### src/current_defines.svh
`ifndef CURRENT_DEFINES_SVH
`define CURRENT_DEFINES_SVH

// ****************************************************************
// Clock and settling time
// ****************************************************************
`define CLK_FREQ_KHZ    50000
`define SETTLE_TIME_MS  1000
`define SETTLE_CYCLES   (`SETTLE_TIME_MS * `CLK_FREQ_KHZ)
`define SETTLE_CNT_W    26

// ****************************************************************
// Sample and magnitude widths
// ****************************************************************
`define SAMPLE_W        16
`define MAG_W           24
`define AVG_SHIFT       8
`define COMP_SHIFT      4

// ****************************************************************
// Thresholds
// ****************************************************************
// Mismatch: difference times 8 above active magnitude (12.5 %)
`define MISMATCH_SHIFT  3
// Swap: other * 50 above active * 57 (114 %)
`define SWAP_NUM        30'h0000039
`define SWAP_DEN        30'h0000032
// Light load: 0.3 % of full scale, on the averaged scale
`define LIGHT_LEVEL     24'h006200

`endif

### src/current_pkg.sv
package current_pkg;

  // ****************************************************************
  // Types
  // ****************************************************************
  typedef struct packed {
    logic               valid;
    logic signed [15:0] data;
  } sample_s;

  typedef enum logic {
    SEL_PHASE,
    SEL_NEUTRAL
  } sel_e;

endpackage : current_pkg

### src/mag_avg.sv
`timescale 1ns/1ps
`default_nettype none
`include "current_defines.svh"

module mag_avg (
  // Clock and reset
  input  wire logic                  clk,
  input  wire logic                  rst_n,
  input  wire logic                  clkEn,
  // Sample in, averaged magnitude out
  input  wire current_pkg::sample_s  sampleIn,
  output logic [`MAG_W-1:0]          magnitude
);
  import current_pkg::*;

  logic [`MAG_W-1:0] accQ;
  logic [`MAG_W-1:0] accD;
  logic [15:0]       absX;

  // Leaky integrator of |x|; settles near 256 times the mean magnitude
  assign absX = sampleIn.data[15] ? (~sampleIn.data + 16'h0001)
                                  : sampleIn.data;
  assign accD = accQ + {8'h00, absX} - (accQ >> `AVG_SHIFT);
  assign magnitude = accQ;

  always_ff @(posedge clk) begin
    if (!rst_n) begin
      accQ <= 24'h000000;
    end else if (clkEn && sampleIn.valid) begin
      accQ <= accD;
    end
  end
endmodule : mag_avg

`default_nettype wire

### src/hpf_comp.sv
`timescale 1ns/1ps
`default_nettype none
`include "current_defines.svh"

module hpf_comp (
  // Clock and reset
  input  wire logic                  clk,
  input  wire logic                  rst_n,
  input  wire logic                  clkEn,
  // Control
  input  wire logic                  hpfEn,
  // Samples
  input  wire current_pkg::sample_s  sampleIn,
  output current_pkg::sample_s       sampleOut
);
  import current_pkg::*;

  logic signed [23:0] dcQ;
  logic signed [23:0] dcD;
  logic signed [15:0] dcEst;
  logic signed [17:0] hp;
  logic signed [17:0] lead;
  logic signed [17:0] comp;
  logic signed [15:0] hpPrevQ;
  logic signed [15:0] hpSat;
  logic signed [15:0] compSat;
  sample_s            outQ;

  function automatic logic signed [15:0] sat16(input logic signed [17:0] v);
    if (v > 18'sh07fff) begin
      sat16 = 16'sh7fff;
    end else if (v < -18'sh08000) begin
      sat16 = -16'sh8000;
    end else begin
      sat16 = v[15:0];
    end
  endfunction : sat16

  // DC tracker; its estimate is subtracted to strip offset
  // Signed operands keep the shift arithmetic for a negative estimate
  assign dcD   = dcQ + $signed({{8{sampleIn.data[15]}}, sampleIn.data})
                 - (dcQ >>> `AVG_SHIFT);
  assign dcEst = dcQ[23:8];
  assign hp    = {{2{sampleIn.data[15]}}, sampleIn.data}
                 - {{2{dcEst[15]}}, dcEst};
  assign hpSat = sat16(hp);
  // Small lead term undoes the lag the high-pass adds near line frequency
  assign lead  = $signed({{2{hpSat[15]}}, hpSat}
                         - {{2{hpPrevQ[15]}}, hpPrevQ}) >>> `COMP_SHIFT;
  assign comp  = {{2{hpSat[15]}}, hpSat} + lead;
  assign compSat = sat16(comp);
  assign sampleOut = outQ;

  always_ff @(posedge clk) begin
    if (!rst_n) begin
      dcQ     <= 24'sh000000;
      hpPrevQ <= 16'sh0000;
      outQ    <= '0;
    end else if (clkEn) begin
      outQ.valid <= sampleIn.valid;
      if (sampleIn.valid) begin
        dcQ     <= dcD;
        hpPrevQ <= hpSat;
        // Filter and compensation only together, else plain bypass
        outQ.data <= hpfEn ? compSat : sampleIn.data;
      end
    end
  end
endmodule : hpf_comp

`default_nettype wire

### src/current_channel_fault_select.sv
// Contract
// Whole block held in reset while the analog supply is low; pulses inhibited.
// High-pass filter on the current path when the enable pin is high.
// Phase compensation only with the filter enabled, bypassed otherwise.
// Fault flag when filtered phase and neutral magnitudes differ over 12.5%.
// Billing follows the larger current, even during a fault.
// After reset the phase input is the active input.
// Mismatch over 12.5% right after reset raises fault about one second later.
// Neutral larger than phase after reset makes neutral the active input.
// No fault detection below 0.3% of full scale.
// Inactive dropping 12.5% below active phase flags fault, keeps phase.
// Inputs filtered and averaged; fault changes about one second after event.
// Fault flag independent of billing pulse activity.
// Neutral above 114% of active phase flags fault and selects neutral.
// Each switch of active input delayed about one second.
// Return to phase only when phase exceeds 114% of neutral.
// Fault clears once inputs are within 12.5%, even before switching back.
// Exactly one input, against the common input, feeds the power path.
// Active samples routed to the multiplier; active input shown on a bit.
`timescale 1ns/1ps
`default_nettype none
`include "current_defines.svh"

module current_channel_fault_select #(
  parameter int SETTLE_CYCLES = `SETTLE_CYCLES
) (
  // Clock, reset, enable
  input  wire logic                  clk,
  input  wire logic                  rst_n,
  input  wire logic                  clkEn,
  // Supply monitor and pins
  input  wire logic                  supplyLow,
  input  wire logic                  highpassEnablePin,
  // Current samples, each against the common input
  input  wire current_pkg::sample_s  phaseCurrentInput,
  input  wire current_pkg::sample_s  neutralCurrentInput,
  // To the power multiplier
  output current_pkg::sample_s       selCurrent,
  // Status
  output logic                       activeNeutral,
  output logic                       faultFlag,
  output logic                       pulseInhibit
);
  import current_pkg::*;

  // ****************************************************************
  // Declarations
  // ****************************************************************
  localparam logic [`SETTLE_CNT_W-1:0] SETTLE_LAST =
    `SETTLE_CNT_W'(SETTLE_CYCLES - 1);

  logic                      logicRst_n;
  sample_s                   chanIn [2];
  logic [`MAG_W-1:0]         chanMag [2];
  logic [`MAG_W-1:0]         magPhase;
  logic [`MAG_W-1:0]         magNeutral;
  logic [`MAG_W-1:0]         magActive;
  logic [`MAG_W-1:0]         magOther;
  logic [`MAG_W-1:0]         magBig;
  logic [`MAG_W-1:0]         magSmall;
  logic [`MAG_W-1:0]         magDiff;
  logic [`MAG_W+2:0]         diffScaled;
  logic [29:0]               neutralScaled;
  logic [29:0]               phaseScaled;
  logic                      lightLoad;
  logic                      mismatch;
  logic                      mismatchQual;
  logic                      toNeutral;
  logic                      toPhase;
  logic                      swapCond;
  logic                      neutralBigger;
  sample_s                   muxSample;

  sel_e                      selQ;
  sel_e                      selD;
  logic                      faultQ;
  logic                      faultD;
  logic [`SETTLE_CNT_W-1:0]  faultCntQ;
  logic [`SETTLE_CNT_W-1:0]  faultCntD;
  logic [`SETTLE_CNT_W-1:0]  swapCntQ;
  logic [`SETTLE_CNT_W-1:0]  swapCntD;

  // ****************************************************************
  // Reset
  // ****************************************************************
  // Supply monitor acts as a second synchronous reset for all logic
  assign logicRst_n   = rst_n & ~supplyLow;
  assign pulseInhibit = ~logicRst_n;

  // ****************************************************************
  // Magnitude averaging per channel
  // ****************************************************************
  assign chanIn[0] = phaseCurrentInput;
  assign chanIn[1] = neutralCurrentInput;

  genvar ch;
  generate
    for (ch = 0; ch < 2; ch++) begin : gMag
      mag_avg uMag (
        .clk       (clk),
        .rst_n     (logicRst_n),
        .clkEn     (clkEn),
        .sampleIn  (chanIn[ch]),
        .magnitude (chanMag[ch])
      );
    end
  endgenerate

  assign magPhase   = chanMag[0];
  assign magNeutral = chanMag[1];

  // ****************************************************************
  // Comparisons
  // ****************************************************************
  assign magActive = (selQ == SEL_NEUTRAL) ? magNeutral : magPhase;
  assign magOther  = (selQ == SEL_NEUTRAL) ? magPhase : magNeutral;
  assign magBig    = (magPhase > magNeutral) ? magPhase : magNeutral;
  assign magSmall  = (magPhase > magNeutral) ? magNeutral : magPhase;
  assign magDiff   = magBig - magSmall;

  // Difference measured against the active input
  assign diffScaled = {magDiff, 3'b000};
  assign mismatch   = diffScaled > {3'b000, magActive};
  // Noise at light load must not raise the flag
  assign lightLoad    = magBig < `LIGHT_LEVEL;
  assign mismatchQual = mismatch && !lightLoad;

  // Swap thresholds both at 114 %, giving hysteresis against chatter
  assign neutralScaled = {6'h00, magNeutral} * `SWAP_DEN;
  assign phaseScaled   = {6'h00, magPhase} * `SWAP_NUM;
  assign toNeutral = neutralScaled > phaseScaled;
  assign toPhase   = ({6'h00, magPhase} * `SWAP_DEN) >
                     ({6'h00, magNeutral} * `SWAP_NUM);
  assign swapCond  = !lightLoad &&
                     ((selQ == SEL_PHASE) ? toNeutral : toPhase);
  // Billing may only move towards the larger current
  assign neutralBigger = magNeutral > magPhase;

  // ****************************************************************
  // Fault flag
  // ****************************************************************
  // Set after a full settle time, cleared at once when back in band.
  // Driven only from the magnitudes, never from pulse logic.
  always_comb begin
    faultD    = faultQ;
    faultCntD = faultCntQ;
    if (!mismatchQual) begin
      faultD    = 1'b0;
      faultCntD = '0;
    end else if (faultCntQ == SETTLE_LAST) begin
      faultD    = 1'b1;
    end else begin
      faultCntD = faultCntQ + `SETTLE_CNT_W'(1);
    end
  end

  // ****************************************************************
  // Active input selection
  // ****************************************************************
  always_comb begin
    selD     = selQ;
    swapCntD = swapCntQ;
    case (selQ)
      SEL_PHASE: begin
        // Smaller neutral only flags a fault, phase stays active
        if (!swapCond) begin
          swapCntD = '0;
        end else if (swapCntQ == SETTLE_LAST) begin
          selD     = SEL_NEUTRAL;
          swapCntD = '0;
        end else begin
          swapCntD = swapCntQ + `SETTLE_CNT_W'(1);
        end
      end
      SEL_NEUTRAL: begin
        if (!swapCond) begin
          swapCntD = '0;
        end else if (swapCntQ == SETTLE_LAST) begin
          selD     = SEL_PHASE;
          swapCntD = '0;
        end else begin
          swapCntD = swapCntQ + `SETTLE_CNT_W'(1);
        end
      end
      default: begin
        selD     = SEL_PHASE;
        swapCntD = '0;
      end
    endcase
  end

  always_ff @(posedge clk) begin
    if (!logicRst_n) begin
      selQ      <= SEL_PHASE;
      faultQ    <= 1'b0;
      faultCntQ <= '0;
      swapCntQ  <= '0;
    end else if (clkEn) begin
      selQ      <= selD;
      faultQ    <= faultD;
      faultCntQ <= faultCntD;
      swapCntQ  <= swapCntD;
    end
  end

  assign faultFlag     = faultQ;
  assign activeNeutral = (selQ == SEL_NEUTRAL);

  // ****************************************************************
  // Current path to the multiplier
  // ****************************************************************
  // One input at a time; the other is simply not routed
  assign muxSample = (selQ == SEL_NEUTRAL) ? neutralCurrentInput
                                           : phaseCurrentInput;

  hpf_comp uHpf (
    .clk       (clk),
    .rst_n     (logicRst_n),
    .clkEn     (clkEn),
    .hpfEn     (highpassEnablePin),
    .sampleIn  (muxSample),
    .sampleOut (selCurrent)
  );
endmodule : current_channel_fault_select

`default_nettype wire

### config.mk
export PLATFORM = sky130hd
export DESIGN_NAME = current_channel_fault_select
export DESIGN_NICKNAME = d
export VERILOG_FILES = /design/src/current_pkg.sv /design/src/mag_avg.sv /design/src/hpf_comp.sv /design/src/current_channel_fault_select.sv
export VERILOG_INCLUDE_DIRS = /design/src
export SDC_FILE = /design/constraint.sdc
export NUM_CORES = 2
export LEC_CHECK = 0
export ABC_AREA = 1
export BUFFER_PORTS_ARGS = -buffer_cell sky130_fd_sc_hd__buf_2
export CORE_MARGIN = 2
export CORE_UTILIZATION = 51
export CTS_BUF_LIST = sky130_fd_sc_hd__clkbuf_16
export DETAILED_ROUTE_END_ITERATION = 10
export PLACE_DENSITY_LB_ADDON = 0.1
export SETUP_SLACK_MARGIN = 0.15
export SYNTH_ARGS = -nofsm -noshare
export SYNTH_HDL_FRONTEND = slang
export SYNTH_HIERARCHICAL = 1
export SYNTH_SLANG_ARGS = --single-unit
### constraint.sdc
create_clock -name clk -period 13.6 [get_ports clk]
set_input_delay 0.68 -clock clk [delete_from_list [all_inputs] [get_ports clk]]
set_output_delay 0.68 -clock clk [all_outputs]
set_load 0.05 [all_outputs]
==> flow_metrics.tcl <==
set metrics [dict create \
    post-cts-setup-buffers 0 \
    yosysMostFrequentCell "nand2_1" \
    grt_overflow 0 \
    criticalPathCategory "register to register" \
    post-route-min-period_ps 7970 \
    drc_errors 0 \
    ys_warn_count 6 \
    drt_iter0_drc 1753 \
    p_total_uw 3130 \
    dpl_cell_area_um2 30900 \
    grt_max_degree 100 \
    synth_top_area_share_pct 20.4 \
    worst_pin_slew_ps 1140 \
    postSynthCellCount 4409 \
    crit_path_max_incr_delay_ps 810 \
    dieArea_um2 60200 \
    syn_area_um2 29700 \
    die_w_um 245 \
    cts_hold_buf 0 \
    end_kind "register" \
    grt_pass1_wl_um 138000 \
    rows 88 \
    power_density_nw_per_um2 99.5 \
    area_delta_synth_final_pct 5.89 \
    crit_arrival_ps 8390 \
    dieHeight_um 245 \
    cts.path.max_buffers 2 \
    grt_pass1_vias 25982 \
    ant_nets 0 \
    slew_viol_final 0 \
    async_flop_share_pct 0 \
    fin_cells 5227 \
    routed_wl_um 85700 \
    final_area_um2 31500 \
    cp.required_ps 14010 \
    clkTransAtPathRegs_ps 70 \
    synth_top_cell_by_area "ha_1" \
    drtPass1Iterations 5 \
    fin_setup_tns_ps 0 \
    clk_latency_ps 500 \
    maxCapViolations 0 \
    initial_core_util_pct 51.5 \
    synth_top_flop_cell "dfxtp_1" \
    ys_types 55 \
    wl_per_cell_um 16.4 \
    outcome "completed" \
    hold_viol 0 \
    grt_usage_pct 29.0 \
    placed_cells 5196 \
    synth.area.top_cells "ha_1 20%, nand2_1 12%, fa_1 12%" \
    tritoncts "yes" \
    start_kind "register" \
    numCtsBuffers 17 \
    cp_slowest_cell "dfxtp_1" \
    synth_edf_count 0 \
    synth_area_per_cell_um2 6.74 \
    drive_gt1_share_pct 4.82 \
    fmax_mhz 125 \
    fin_skew_ps 17.6 \
    synth_nets 5114 \
    routed-via-count 27422 \
    p_leak_uw 0.0173 \
    portBuffers 58 \
    fin_crit_sh_pct 58.6 \
    nNetsFinal 5155 \
    path_max_fanout 21 \
    antenna_found_initial 1 \
    setup_viol 0 \
    hold_class "register to register" \
    cts-root-buf "clkbuf_16" \
    rsz0062_at_grt "false" \
    ys_top_cells_by_count "980 x nand2_1, 918 x inv_1, 485 x ha_1" \
    core_area_um2 57700 \
    slew_headroom_pct 24.1 \
    via_per_inst 5.25 \
    post_cts_resize_count 0 \
    ir_drop_mv 0.120 \
    crit_top_cell "inv_1" \
    synth.ff_latch_count 159 \
    cts_sinks 159 \
    htreeDepth 4 \
    dp_hpwl_um 69800 \
    gp_congestion 0.960 \
    num_io_pins 59 \
    synth-seq-area-share_pct 10.7 \
]
[metrics by stage]
step	worst slack, ps	hold slack, ps	util (%)
after floorplan	7480	438	-
after detailed placement	5630	455	53.5
after CTS	5620	466	54.6
after global routing	4800	487	54.6
after global placement	5720	449	53.5
final	5630	462	54.6
[metal layers]
metal  track usage [%]  wire length, µm  up-vias
met5                 0                0        -
li1                  -                -    14174
met3              4.52             5380      101
met2              45.9            37200      630
met1              40.9            41000    12517
met4              8.13             2100        0
[final cells by class]
cell class | count | area, µm²
fill | 5975 | 26200
clock inverter | 13 | 180
tap | 765 | 957
clock buffer | 17 | 425
multi-input combinational | 3261 | 22800
inverter | 927 | 3480
timing repair buffer | 84 | 485
antenna | 1 | 2.50
sequential | 159 | 3180
[registers in the layout (all words and copies together) (netlist names)]
register / count
gMag.uMag/magnitude: 48
uHpf/dcQ: 24
faultFlag: 1
uHpf/hpPrevQ: 16
faultCntQ: 26
activeNeutral: 1
uHpf/sampleOut: 17
swapCntQ: 26
[placed cells by master, fill, tap and decap left out, types with 6 or more instances in the layout]
cell type and instances:
fa_1 181, xnor2_1 78, nor2_1 226, a21oi_2 7, nand3b_1 14, nand4_1 41
o2111ai_1 6, a31oi_1 22, buf_4 26, ha_1 485, dfxtp_1 158, nand2_1 979
o21ai_0 197, nor3_1 41, inv_2 6, or2_2 7, xor2_1 163, nor4_1 28
o211ai_1 18, a21boi_0 8, clkbuf_16 17, o21a_1 6, nor2_2 12, nand2_2 35
nand3_1 188, inv_1 918, a21oi_1 398, nor2_4 11, o21bai_1 7, a21o_1 18
a211oi_1 9, o21ai_1 31, buf_2 58, nand3_2 7
[worst paths after layout]
check | cells after the start | start | end | slack [ps]
max | 36 | gMag[0].uMag/magnitude[5] | swapCntQ[12] | 5630
min | 2 | uHpf/sampleOut[15] | uHpf/sampleOut[15] | 460
max reg2reg | 36 | gMag[0].uMag/magnitude[5] | swapCntQ[12] | 5630
min reg2reg | 2 | uHpf/sampleOut[15] | uHpf/sampleOut[15] | 460
[cell families (layout without fill, tap and decap cells)]
group / Yosys count / count (layout) / synth area share, %
AOI/OAI and AO/OA: 741 / 741 / 13.4
xor gates and xnor gates: 241 / 241 / 7.10
adders and majority gates: 666 / 666 / 32.6
buffers and inverters: 989 / 1041 / 12.7
DFF: 159 / 159 / 10.7
other: 0 / 1 / 0
and+or+nand+nor: 1613 / 1613 / 23.4
[worst max-delay path, delay by kind of cell, from the launching register on]
family,cells,cell delay (ps)
and+or+nand+nor,11,1610
DFF,1,810
buffers and inverters,7,1160
adders and majority gates,5,1710
AOI/OAI and AO/OA,12,2460
xor gates and xnor gates,1,110
[power breakdown]
group	leakage (µW)	switching (µW)	internal [µW]	total (µW)
sequential	0.00129	30.5	482	512
clock	0.000290	252	291	544
combinational	0.0157	1340	735	2070
total	0.0173	1620	1510	3130
No activity file was read; power rests on OpenSTA's default activity.
